==> src/inc/wrc_defs.svh <==
`ifndef WRC_DEFS_SVH
`define WRC_DEFS_SVH
// ****************************************
// register indices, byte address = 4 * index
// ****************************************
`define WRC_IDX_CFG     8'h11
`define WRC_IDX_PMODE   8'h1C
`define WRC_IDX_PORT    8'h29
`define WRC_IDX_STAT    8'h30
`define WRC_IDX_NONE    8'hFF
// ****************************************
// field positions
// ****************************************
`define WRC_CODE_MSB    3
`define WRC_CODE_LSB    0
`define WRC_SEL_MSB     6
`define WRC_SEL_LSB     4
`define WRC_PM_MSB      6
`define WRC_PM_LSB      4
`define WRC_ST_VALID    16
`define WRC_ST_SW       17
`define WRC_ST_MAN      18
// ****************************************
// reset values
// ****************************************
`define WRC_CFG_RST     8'h00
`define WRC_PM_RST      3'h0
`define WRC_BYTE_RST    8'h00
`define WRC_CNT_RST     16'h0000
// ****************************************
// rate codes and rates in hz
// ****************************************
`define WRC_CODE_SW     4'hF
`define WRC_HZ_ULP      {11'h514, 11'h44C, 11'h2EE, 11'h17C, 11'h0BE, 11'h064, 11'h032, 11'h019}
`define WRC_HZ_LP       {11'h2EE, 11'h258, 11'h190, 11'h0D2, 11'h069, 11'h036, 11'h01C, 11'h00E}
`define WRC_HZ_PREC     {11'h064, 11'h050, 11'h037, 11'h01C, 11'h00E}
`define WRC_ULP_LO      4'h6
`define WRC_ULP_HI      4'hC
`define WRC_LP_LO       4'h5
`define WRC_LP_HI       4'hB
`define WRC_PREC_LO     4'h5
`define WRC_PREC_HI     4'h8
`endif

==> src/inc/wrc_pkg.sv <==
package wrc_pkg;
  typedef enum logic [2:0] {
    pm_lp   = 3'b000,
    pm_ulp  = 3'b011,
    pm_prec = 3'b100
  } wrc_pmode_e;
  typedef enum logic [2:0] {
    sel_off  = 3'b000,
    sel_bias = 3'b001,
    sel_wfp  = 3'b010,
    sel_afp  = 3'b011,
    sel_wcl  = 3'b100,
    sel_wch  = 3'b101,
    sel_acl  = 3'b110,
    sel_ach  = 3'b111
  } wrc_sel_e;
  typedef enum logic {
    bus_idle = 1'b0,
    bus_data = 1'b1
  } wrc_bus_e;
endpackage

==> src/rtl/wrc_rate_decode.sv <==
`timescale 1ns/100ps
`include "wrc_defs.svh"
module wrc_rate_decode (
  input  wire logic [2:0]  power_mode,
  input  wire logic [3:0]  rate_code,
  output logic      [10:0] rate_hz,
  output logic             rate_valid
);
  // ****************************************
  // rate tables per power mode
  // ****************************************
  localparam logic [87:0] HZ_ULP  = `WRC_HZ_ULP;
  localparam logic [87:0] HZ_LP   = `WRC_HZ_LP;
  localparam logic [54:0] HZ_PREC = `WRC_HZ_PREC;
  logic [3:0] off_ulp;
  logic [3:0] off_lp;
  logic [3:0] off_prec;
  logic       is_sw;
  assign off_ulp  = rate_code - `WRC_ULP_LO;
  assign off_lp   = rate_code - `WRC_LP_LO;
  assign off_prec = rate_code - `WRC_PREC_LO;
  assign is_sw    = (rate_code == `WRC_CODE_SW);
  always_comb begin
    rate_hz    = 11'h000;
    rate_valid = 1'b0;
    case (power_mode)
      wrc_pkg::pm_ulp: begin
        if (is_sw) begin
          rate_hz    = HZ_ULP[77 +: 11];
          rate_valid = 1'b1;
        end else if (rate_code >= `WRC_ULP_LO && rate_code <= `WRC_ULP_HI) begin
          rate_hz    = HZ_ULP[11*off_ulp[2:0] +: 11];
          rate_valid = 1'b1;
        end
      end
      wrc_pkg::pm_lp: begin
        if (is_sw) begin
          rate_hz    = HZ_LP[77 +: 11];
          rate_valid = 1'b1;
        end else if (rate_code >= `WRC_LP_LO && rate_code <= `WRC_LP_HI) begin
          rate_hz    = HZ_LP[11*off_lp[2:0] +: 11];
          rate_valid = 1'b1;
        end
      end
      wrc_pkg::pm_prec: begin
        if (is_sw) begin
          rate_hz    = HZ_PREC[44 +: 11];
          rate_valid = 1'b1;
        end else if (rate_code >= `WRC_PREC_LO && rate_code <= `WRC_PREC_HI) begin
          rate_hz    = HZ_PREC[11*off_prec[1:0] +: 11];
          rate_valid = 1'b1;
        end
      end
      default: begin
        rate_hz    = 11'h000;
        rate_valid = 1'b0;
      end
    endcase
  end
endmodule

==> src/rtl/wrc_top.sv <==
// Function
// - the wake sampling rate comes from the rate configuration register.
// - each rate code is read according to the power mode (ulp 3, lp 0, precision 4).
// - in ultra-low power codes 6 to C give 25 to 1100 Hz and code 5 is unsupported.
// - in low power codes 5 to B give 14 to 600 Hz and code C is unsupported.
// - in precision codes 5 to 8 give 14 to 80 Hz and codes 9 to C are unsupported.
// - code F is the software-defined rate, 1300, 750 or 100 Hz by mode, after setup.
// - rate code sits in bits 3:0, manual select in 6:4, reserved bit 7.
// - a manual select of zero turns manual rate mode off.
// - a nonzero manual select picks the tuning register seen through the port.
// - select 1 maps both bias trims, selects 2 and 3 the 5-bit frequency picks.
// - selects 4 to 7 reach the low and high bytes of the two clock counts.
//
// The AHB-Lite slave port was decided locally.
`timescale 1ns/100ps
`include "wrc_defs.svh"
module wrc_top (
  input  wire logic        hclk,
  input  wire logic        hresetn,
  input  wire logic        hsel,
  input  wire logic [31:0] haddr,
  input  wire logic [1:0]  htrans,
  input  wire logic        hwrite,
  input  wire logic [2:0]  hsize,
  input  wire logic [31:0] hwdata,
  input  wire logic        hready,
  output logic      [31:0] hrdata,
  output logic             hreadyout,
  output logic             hresp,
  output logic      [3:0]  wake_rate_code,
  output logic      [2:0]  manual_rate_select,
  output logic      [2:0]  power_mode,
  output logic      [10:0] wake_rate_hz,
  output logic             wake_rate_valid,
  output logic             sw_rate_active,
  output logic             manual_rate_mode,
  output logic      [3:0]  activity_watch_bias_trim,
  output logic      [3:0]  wake_bias_trim,
  output logic      [4:0]  wake_frequency_pick,
  output logic      [4:0]  activity_watch_frequency_pick,
  output logic      [15:0] wake_rate_clk_count,
  output logic      [15:0] activity_watch_clk_count
);
  // ****************************************
  // bus state
  // ****************************************
  wrc_pkg::wrc_bus_e bus_q;
  wrc_pkg::wrc_bus_e bus_d;
  logic              wr_q;
  logic [7:0]        idx_q;
  logic [7:0]        idx_d;
  logic              hready_q;
  logic [31:0]       hrdata_q;
  logic              take;
  logic              dph;
  logic              wr_en;
  logic              rd_en;
  logic [31:0]       rd_mux;
  // ****************************************
  // registers
  // ****************************************
  logic [3:0]        code_q;
  logic [2:0]        sel_q;
  logic [2:0]        pmode_q;
  logic [10:0]       hz_q;
  logic              valid_q;
  logic              sw_q;
  logic              man_q;
  logic [3:0]        atrim_q;
  logic [3:0]        wtrim_q;
  logic [4:0]        wfp_q;
  logic [4:0]        afp_q;
  logic [15:0]       wcnt_q;
  logic [15:0]       acnt_q;
  logic [10:0]       dec_hz;
  logic              dec_valid;
  logic              cfg_we;
  logic              pm_we;
  logic              port_we;
  logic [7:0]        port_rd;
  logic [31:0]       stat_rd;
  localparam logic [7:0] CFG_RST_VAL = `WRC_CFG_RST;

  // ****************************************
  // tuning port read
  // ****************************************
  function automatic logic [7:0] port_read(
    input logic [2:0]  sel,
    input logic [3:0]  atrim,
    input logic [3:0]  wtrim,
    input logic [4:0]  wfp,
    input logic [4:0]  afp,
    input logic [15:0] wcnt,
    input logic [15:0] acnt
  );
    logic [7:0] r;
    r = 8'h00;
    case (sel)
      wrc_pkg::sel_bias: r = {atrim, wtrim};
      wrc_pkg::sel_wfp:  r = {3'h0, wfp};
      wrc_pkg::sel_afp:  r = {3'h0, afp};
      wrc_pkg::sel_wcl:  r = wcnt[7:0];
      wrc_pkg::sel_wch:  r = wcnt[15:8];
      wrc_pkg::sel_acl:  r = acnt[7:0];
      wrc_pkg::sel_ach:  r = acnt[15:8];
      default:           r = 8'h00;
    endcase
    return r;
  endfunction

  // ****************************************
  // address and data phase decode
  // ****************************************
  assign take  = hsel & htrans[1] & hready;
  assign idx_d = (haddr[31:10] == 22'h0) ? haddr[9:2] : `WRC_IDX_NONE;
  assign bus_d = take ? wrc_pkg::bus_data : wrc_pkg::bus_idle;
  assign dph   = (bus_q == wrc_pkg::bus_data);
  assign wr_en = dph & wr_q;
  assign rd_en = dph & ~wr_q;

  assign cfg_we  = wr_en & (idx_q == `WRC_IDX_CFG);
  assign pm_we   = wr_en & (idx_q == `WRC_IDX_PMODE);
  assign port_we = wr_en & (idx_q == `WRC_IDX_PORT) & (sel_q != wrc_pkg::sel_off);

  assign port_rd = port_read(sel_q, atrim_q, wtrim_q, wfp_q, afp_q, wcnt_q, acnt_q);
  assign stat_rd = {13'h0000, man_q, sw_q, valid_q, 5'h00, hz_q};

  assign rd_mux =
    (idx_q == `WRC_IDX_CFG)   ? {24'h000000, 1'b0, sel_q, code_q} :
    (idx_q == `WRC_IDX_PMODE) ? {24'h000000, 1'b0, pmode_q, 4'h0} :
    (idx_q == `WRC_IDX_PORT)  ? {24'h000000, port_rd} :
    (idx_q == `WRC_IDX_STAT)  ? stat_rd :
                                32'h00000000;

  // ****************************************
  // bus slave, one wait cycle per transfer
  // ****************************************
  always_ff @(posedge hclk or negedge hresetn) begin
    if (!hresetn) begin
      bus_q    <= wrc_pkg::bus_idle;
      wr_q     <= 1'b0;
      idx_q    <= `WRC_IDX_NONE;
      hready_q <= 1'b1;
    end else begin
      bus_q    <= bus_d;
      hready_q <= ~take;
      if (take) begin
        wr_q  <= hwrite;
        idx_q <= idx_d;
      end
    end
  end

  always_ff @(posedge hclk or negedge hresetn) begin
    if (!hresetn) begin
      hrdata_q <= 32'h00000000;
    end else if (rd_en) begin
      hrdata_q <= rd_mux;
    end
  end

  // ****************************************
  // rate configuration and power mode
  // ****************************************
  always_ff @(posedge hclk or negedge hresetn) begin
    if (!hresetn) begin
      code_q  <= CFG_RST_VAL[`WRC_CODE_MSB:`WRC_CODE_LSB];
      sel_q   <= CFG_RST_VAL[`WRC_SEL_MSB:`WRC_SEL_LSB];
      pmode_q <= `WRC_PM_RST;
    end else begin
      if (cfg_we) begin
        code_q <= hwdata[`WRC_CODE_MSB:`WRC_CODE_LSB];
        sel_q  <= hwdata[`WRC_SEL_MSB:`WRC_SEL_LSB];
      end
      if (pm_we) begin
        pmode_q <= hwdata[`WRC_PM_MSB:`WRC_PM_LSB];
      end
    end
  end

  // ****************************************
  // rate decode
  // ****************************************
  wrc_rate_decode u_dec (
    .power_mode (pmode_q),
    .rate_code  (code_q),
    .rate_hz    (dec_hz),
    .rate_valid (dec_valid)
  );

  // bit 7 never reaches the decode
  always_ff @(posedge hclk or negedge hresetn) begin
    if (!hresetn) begin
      hz_q    <= 11'h000;
      valid_q <= 1'b0;
      sw_q    <= 1'b0;
      man_q   <= 1'b0;
    end else begin
      hz_q    <= dec_hz;
      valid_q <= dec_valid;
      sw_q    <= (code_q == `WRC_CODE_SW);
      man_q   <= (sel_q != wrc_pkg::sel_off);
    end
  end

  // ****************************************
  // hidden tuning registers
  // ****************************************
  always_ff @(posedge hclk or negedge hresetn) begin
    if (!hresetn) begin
      atrim_q <= 4'h0;
      wtrim_q <= 4'h0;
      wfp_q   <= 5'h00;
      afp_q   <= 5'h00;
    end else if (port_we) begin
      if (sel_q == wrc_pkg::sel_bias) begin
        atrim_q <= hwdata[7:4];
        wtrim_q <= hwdata[3:0];
      end
      if (sel_q == wrc_pkg::sel_wfp) begin
        wfp_q <= hwdata[4:0];
      end
      if (sel_q == wrc_pkg::sel_afp) begin
        afp_q <= hwdata[4:0];
      end
    end
  end

  always_ff @(posedge hclk or negedge hresetn) begin
    if (!hresetn) begin
      wcnt_q <= `WRC_CNT_RST;
      acnt_q <= `WRC_CNT_RST;
    end else if (port_we) begin
      if (sel_q == wrc_pkg::sel_wcl) begin
        wcnt_q[7:0] <= hwdata[7:0];
      end
      if (sel_q == wrc_pkg::sel_wch) begin
        wcnt_q[15:8] <= hwdata[7:0];
      end
      if (sel_q == wrc_pkg::sel_acl) begin
        acnt_q[7:0] <= hwdata[7:0];
      end
      if (sel_q == wrc_pkg::sel_ach) begin
        acnt_q[15:8] <= hwdata[7:0];
      end
    end
  end

  // ****************************************
  // outputs
  // ****************************************
  assign hrdata                        = hrdata_q;
  assign hreadyout                     = hready_q;
  assign hresp                         = 1'b0;
  assign wake_rate_code                = code_q;
  assign manual_rate_select            = sel_q;
  assign power_mode                    = pmode_q;
  assign wake_rate_hz                  = hz_q;
  assign wake_rate_valid               = valid_q;
  assign sw_rate_active                = sw_q;
  assign manual_rate_mode              = man_q;
  assign activity_watch_bias_trim      = atrim_q;
  assign wake_bias_trim                = wtrim_q;
  assign wake_frequency_pick           = wfp_q;
  assign activity_watch_frequency_pick = afp_q;
  assign wake_rate_clk_count           = wcnt_q;
  assign activity_watch_clk_count      = acnt_q;
endmodule

==> config.mk <==
export PLATFORM = sky130hd
export DESIGN_NAME = wrc_top
export DESIGN_NICKNAME = d
export VERILOG_FILES = /design/src/inc/wrc_pkg.sv /design/src/rtl/wrc_rate_decode.sv /design/src/rtl/wrc_top.sv
export VERILOG_INCLUDE_DIRS = /design/src /design/src/inc
export SDC_FILE = /design/constraint.sdc
export NUM_CORES = 1
export LEC_CHECK = 0
export ABC_AREA = 0
export BUFFER_PORTS_ARGS = -buffer_cell sky130_fd_sc_hd__buf_2
export CAP_MARGIN = 10
export CORE_ASPECT_RATIO = 0.75
export CORE_MARGIN = 2
export CORE_UTILIZATION = 38
export DETAILED_ROUTE_END_ITERATION = 8
export HOLD_SLACK_MARGIN = 0.02
export SLEW_MARGIN = 20
export SYNTH_ARGS = -nofsm -noshare
export SYNTH_HDL_FRONTEND = slang
export SYNTH_SLANG_ARGS = --single-unit
==> constraint.sdc <==
create_clock -name hclk -period 2.8 [get_ports hclk]
set_input_delay 0.28 -clock hclk [delete_from_list [all_inputs] [get_ports hclk]]
set_output_delay 0.28 -clock hclk [all_outputs]
set_load 0.05 [all_outputs]
Word-level counts from Yosys, hierarchy flattened
Index checks and enable logic that the tools add are counted.
- register bits after elaboration: 117
- word-level logic and storage cells: 91
- output and inout bits: 108
- input bits: 74
- reduce and logical (&&, ||, !) cells: 13
- bitwise logic cells: 10
- mux-type cells: 21
- $mul: 3
- add/subtract/negate cells: 2
- magnitude comparators: 5
- shift operators: 3
- equal/unequal tests: 14
- operators with widths (kind ; number):
    88-bit by 8-bit variable part select with 11-bit output, first input constant ; 2
    19-bit 2-to-1 mux ; 4
    11-bit 2-to-1 mux ; 6
    8-bit one-hot mux with 7 select lines ; 1
    55-bit by 7-bit variable part select with 11-bit output, first input constant ; 1
    11-bit one-hot mux with 3 select lines ; 1
    22-bit logical NOT ; 1
    8-bit by 5-bit equality test with 1-bit output, second input constant ; 2
    8-bit by 6-bit equality test with 1-bit output, second input constant ; 2
    3-bit equality test, second input constant ; 5
    4-bit by 3-bit multiplier with 7-bit output, first input constant ; 2
    2-bit AND reduction ; 7
    4-bit less-or-equal comparator, second input constant ; 3
    3-bit by 2-bit equality test with 1-bit output, second input constant ; 3
    1-bit AND ; 8
    4-bit by 3-bit greater-or-equal comparator with 1-bit output, second input constant ; 2
    8-bit 2-to-1 mux ; 1
    1-bit 2-to-1 mux ; 7
    4-bit by 2-bit multiplier with 6-bit output, first input constant ; 1
    3-bit subtractor, second input constant ; 2
    4-bit equality test, second input constant ; 1
    3-bit by 1-bit equality test with 1-bit output, second input constant ; 1
    1-bit logical AND ; 3
    3-bit logical NOT ; 1
    other kinds (3) ; 4

Depth between registers and ports, before layout
- depth after elaboration: 6
- depth in mapped cells: 9
- depth with buffers taken out: 7

Cells and area by module
From an unflattened synthesis, not the netlist that was laid out.
- cells, all modules: 456
- area, all modules: 5233.8 um^2
- modules (own cells, without submodules) (module ; sequential area each (um^2) ; times used ; area an instance (um^2) ; cells each):
    wrc_top ; 2488.6 ; 1 ; 4475.5 ; 345
    wrc_rate_decode ; 0.0 ; 1 ; 758.2 ; 111

Worst setup path after synthesis
OpenSTA, ideal clock, no wires.
- path kind: flip-flop to flip-flop
- start point: register code_q[1], in the netlist wake_rate_code[1]
- end point: register hz_q[4], in the netlist wake_rate_hz[4]
- library setup time: 0.131 ns
- slack: 0.447 ns
- cell stages (with the launch flop): 9
- required time: 2.669 ns
- path buffers: 1
- period minus slack after synthesis: 2.353 ns
- data arrival time: 2.221 ns
- path through: dfrtp_1 inv_1 ha_1 buf_2 nor2b_1 o211a_1 nand2_1 o22ai_1 or3_1
- longest elaborated chain between the ends: 6
- ends and longest elaborated chain (what ; RTL line ; source):
    start, declared ; wrc_top.sv:62 ; logic [3:0] code_q;
    start signal, assigned ; wrc_top.sv:167 ; code_q <= CFG_RST_VAL[`WRC_CODE_MSB:`WRC_CODE_LSB];
    start signal, assigned ; wrc_top.sv:172 ; code_q <= hwdata[`WRC_CODE_MSB:`WRC_CODE_LSB];
    3-bit subtractor (no line) ; n/a ;
    4-bit by 3-bit multiplier with 7-bit output, or another cell as far along ; wrc_rate_decode.sv:41 ; rate_hz = HZ_LP[11*off_lp[2:0] +: 11];
    88-bit by 8-bit variable part select with 11-bit output, or another cell as far along ; wrc_rate_decode.sv:41 ;
    11-bit 2-to-1 mux, on equally long branches ; wrc_rate_decode.sv:40, wrc_rate_decode.sv:49, wrc_rate_decode.sv:31 ;
    11-bit 2-to-1 mux, on equally long branches ; wrc_rate_decode.sv:37, wrc_rate_decode.sv:46, wrc_rate_decode.sv:28 ;
    11-bit one-hot mux with 3 select lines (*) ; wrc_rate_decode.sv:26 ; case (power_mode)
    net dec_hz[4] ; wrc_top.sv:75 ; logic [10:0] dec_hz;
    end signal, assigned ; wrc_top.sv:199 ; hz_q <= dec_hz;
    end, declared ; wrc_top.sv:65 ; logic [10:0] hz_q;
The timed path passes the listed nets; every way through them passes the cells marked *.
A chain may end at the register's enable or synchronous reset.

Worst setup path after layout
- start point: register idx_q[1]
- end point: register atrim_q[0], in the netlist activity_watch_bias_trim[0]
- longest elaborated chain between the ends: 4
- ends and longest elaborated chain (what ; RTL line ; source):
    start, declared ; wrc_top.sv:50 ; logic [7:0] idx_q;
    start signal, assigned ; wrc_top.sv:142 ; idx_q <= `WRC_IDX_NONE;
    start signal, assigned ; wrc_top.sv:149 ; idx_q <= idx_d;
    8-bit by 6-bit equality test with 1-bit output (no line) ; n/a ;
    1-bit AND (2 in a row) ; wrc_top.sv:123 ; assign port_we = wr_en & (idx_q == `WRC_IDX_PORT) & (sel_q != wrc_pkg::sel_off);
    2-bit AND reduction (no line) ; n/a ;
    end signal, assigned ; wrc_top.sv:217 ; atrim_q <= hwdata[7:4];
    end, declared ; wrc_top.sv:69 ; logic [3:0] atrim_q;
Every way passes these cells.

==> run metrics <==
CP max-delay cell and4b_1; Skew-Pair Late Insertion Delay 0.34 ns; WL per Instance 19.0 um; Antenna diodes 0; Mapped Avg Cell Area 11.4 um2; Main synth FF type dfrtp_1; Pwr Density 506 nW/um2; DR vias 4120; Seq/Total Area, Yosys 48.1%; largest net degree at the start of global routing 60; Critical Path, Cell by Cell or3_4, nor4_4, and4b_1, mux2_2; number of gates resized after cts 0; Core Util, Final 47.6%; setup violators final 0; WP data arrival 2.56 ns; Final HPWL DP 10600 um; area growth from synthesis to layout 20.9%; vias per inst 5.40; Sw Ratio 29.7%; Clk pwr share 38.7%; Crit Path Class flop to flop; fmax 0.428 GHz; drt initial violations 190; gpl congestion 0.854; Die X 139 um; Synth Register Bits 99; Final Non-Filler Cells 763; number of synthesized flops with an enable pin 0; residual DRC count 0; vias in the first global route 4119; max incr delay on CP 0.56 ns; critical path buffer and inverter count 0; pre-CTS worst setup slack 0.478 ns; Starting Density 39.4%; Tot GR Track Use 19.7%; initial antenna violation count 0; Num CTS Buffers 9; Setup WS post-layout 0.464 ns; Die ar. 14600 um2; share of layout cells above drive strength 1 42.4%; CTS sink count 99; CTS tree built; VDD IR max 298 uV; total negative slack 0 ns; Design Area, Final 6260 um2; Clock Tree Buf Depth 2; htree depth 3; Pins Over Slew Limit 0; clock root cell clkbuf_16; Worst Tran Pin Value 0.804 ns; sequential share of power 47.9%; cell area after placement 5960 um2; P_sw 0.942 mW; Worst setup EP type flop; maximum fanout along the worst path 8; Fin. Hold Viols 0; Max Cap Violations 0; num rows 36; DRT Pass-1 Iters 4; status completed; CP delay by family, top simple AND/OR/NAND/NOR gates; RSZ-0062 raised after global routing no; path type of the worst min-delay path primary input to flop; first-pass GRT wire length 22800 um; Syn. warnings 0; internal power 2.23 mW; clock slew seen by the registers of the worst setup and hold paths 0.07 ns; I/O pins 182; Final Routed Wirelength 14500 um; Netlist Area Pre-Place 5180 um2; combinational share of power 13.3%; Cells after DPL 746; Max-Slew Margin vs Limit 46.3%; fin nets 670; total grt overflow 0; Antenna Violating Nets Remaining 0; Die Y 105 um; leakage 2.99 nW; Synth cell types 66; Worst Clk Skew 0.00991 ns; synthesized netlist cell count 453; crit path launch type flop; Final Critical Period 2.34 ns; Critical Path RT 3.03 ns; core box area 13200 um2; ys async rst share 100%; port bufs 132; fin crit share 83.4%
-- cell usage after synthesis (all sizes together) (3+ instances only) --
cell | count | share of area (%)
or4 | 3 | 0.43
mux2i | 6 | 1.2
nor4 | 6 | 1.0
nand2 | 34 | 2.5
nor3 | 4 | 0.60
mux4 | 4 | 1.7
o211ai | 4 | 0.58
or3 | 5 | 0.70
mux2 | 63 | 14
a211oi | 5 | 0.72
dfrtp | 90 | 43
a21o | 3 | 0.43
and4b | 3 | 0.58
buf | 29 | 4.1
nor2 | 22 | 1.6
a22o | 8 | 1.4
o22a | 10 | 1.7
o21ai | 22 | 2.1
nand2b | 6 | 0.77
a22oi | 8 | 1.2
ha | 9 | 2.2
nand3b | 6 | 0.87
nand3 | 7 | 0.77
o22ai | 3 | 0.36
a21oi | 24 | 2.3
a31oi | 4 | 0.48
dfstp | 9 | 4.6
inv | 5 | 0.36
clkbuf | 13 | 1.4
nor2b | 7 | 0.85
nand4 | 4 | 0.85
-- state kept, by name, indices dropped and copies added, names as in the netlist --
register,count
wake_rate_code,4
hrdata,14
wake_frequency_pick,5
sw_rate_active,1
manual_rate_mode,1
activity_watch_clk_count,16
wake_bias_trim,4
bus_q,1
power_mode,3
wake_rate_clk_count,16
hreadyout,1
idx_q,8
activity_watch_bias_trim,4
wake_rate_hz,11
wr_q,1
wake_rate_valid,1
activity_watch_frequency_pick,5
manual_rate_select,3
-- metrics by stage --
step | power, mW | hold WS (ns)
final | 3.17 | 0.152
after global routing | 3.29 | 0.146
after detailed placement | 1.97 | 0.310
after global placement | 1.97 | 0.296
after floorplan | 1.84 | -0.0156
after CTS | 3.21 | 0.143
-- power groups by stage --
| stage | registers (mW) | clock network (mW) | logic (mW) |
|---|---|---|---|
| 6_report | 1.52 | 1.23 | 0.422 |
| 3_5_place_dp | 1.55 | 0 | 0.424 |
| 4_1_cts | 1.52 | 1.26 | 0.427 |
| 5_1_grt | 1.53 | 1.31 | 0.449 |
| 3_3_place_gp | 1.55 | 0 | 0.420 |
| 2_1_floorplan | 1.69 | 0 | 0.149 |
-- cell families (layout without fill, tap and decap cells) --
kind of cell             count (synthesis)  after routing  synth area share (%)
buffers and inverters                   47            168                  5.82
flip-flops                              99             99                  48.1
adder cells (fa/ha/maj)                 10             10                  2.37
AO/OA/AOI/OAI                          105            105                  13.8
multiplexers                            73             73                  16.6
other                                    1             19                0.0724
AND/OR/NAND/NOR                        117            117                  13.1
XOR/XNOR                                 1              1                 0.169
-- per-layer routing --
metal | routed length (um) | up-vias | track usage [%] | share of wire [%]
met4 | 77 | 0 | 3.90 | 0.53
met1 | 6890 | 2088 | 28.9 | 48
met3 | 873 | 5 | 4.35 | 6.0
li1 | - | 1908 | - | -
met5 | 0 | - | 0 | 0
met2 | 6620 | 119 | 30.2 | 46
-- final cells by class --
cell class,instances,area (um2)
multi-input cells,325,2460
inverters,5,18.8
flip-flops and latches,99,2490
clock inverters,6,55.1
clock buffers,10,239
repair buffers,147,791
well taps,171,214
fillers,1254,6890
-- cell usage in the layout (no fill, tap or decap), types with 3 or more instances in the layout --
| cell | n |
|---|---|
| nor2_1 | 21 |
| o22a_1 | 9 |
| nand3_1 | 6 |
| nand2b_1 | 5 |
| dfrtp_1 | 90 |
| inv_6 | 3 |
| conb_1 | 19 |
| ha_1 | 9 |
| nand3b_1 | 6 |
| buf_2 | 131 |
| or3_1 | 4 |
| a22o_1 | 8 |
| nand2_1 | 34 |
| mux4_2 | 4 |
| clkbuf_16 | 9 |
| a21oi_1 | 24 |
| o22ai_1 | 3 |
| inv_1 | 5 |
| a21o_1 | 3 |
| o211ai_1 | 4 |
| or4_1 | 3 |
| nor3_1 | 3 |
| dfstp_2 | 9 |
| nand4_2 | 3 |
| mux2i_1 | 6 |
| a22oi_1 | 8 |
| and4b_1 | 3 |
| nor2b_1 | 7 |
| nor4_1 | 5 |
| mux2_2 | 63 |
| o21ai_0 | 22 |
| a211oi_1 | 5 |
| buf_4 | 14 |
| a31oi_1 | 4 |
-- path summary, 6_finish.rpt --
| path | start | slack, ns | cells past startpoint | end |
|---|---|---|---|---|
| min | haddr[6] | 0.15 | 2 | idx_q[4] |
| min in group asynchronous | hresetn | 0.46 | 2 | wake_rate_clk_count[7] |
| max | idx_q[1] | 0.46 | 4 | activity_watch_bias_trim[0] |
| max in group asynchronous | hresetn | 1.62 | 3 | manual_rate_select[0] |
| min reg2reg | wake_rate_hz[9] | 0.49 | 1 | hrdata[9] |
| max reg2reg | idx_q[1] | 0.46 | 4 | activity_watch_bias_trim[0] |
-- repair_timing --
action | 4_1_cts | 5_1_grt
hold endpoints to repair | 31 | 0
setup buffers | 0 | 0
hold buffers | 1 | 0
No activity file was read; power rests on OpenSTA's default activity.
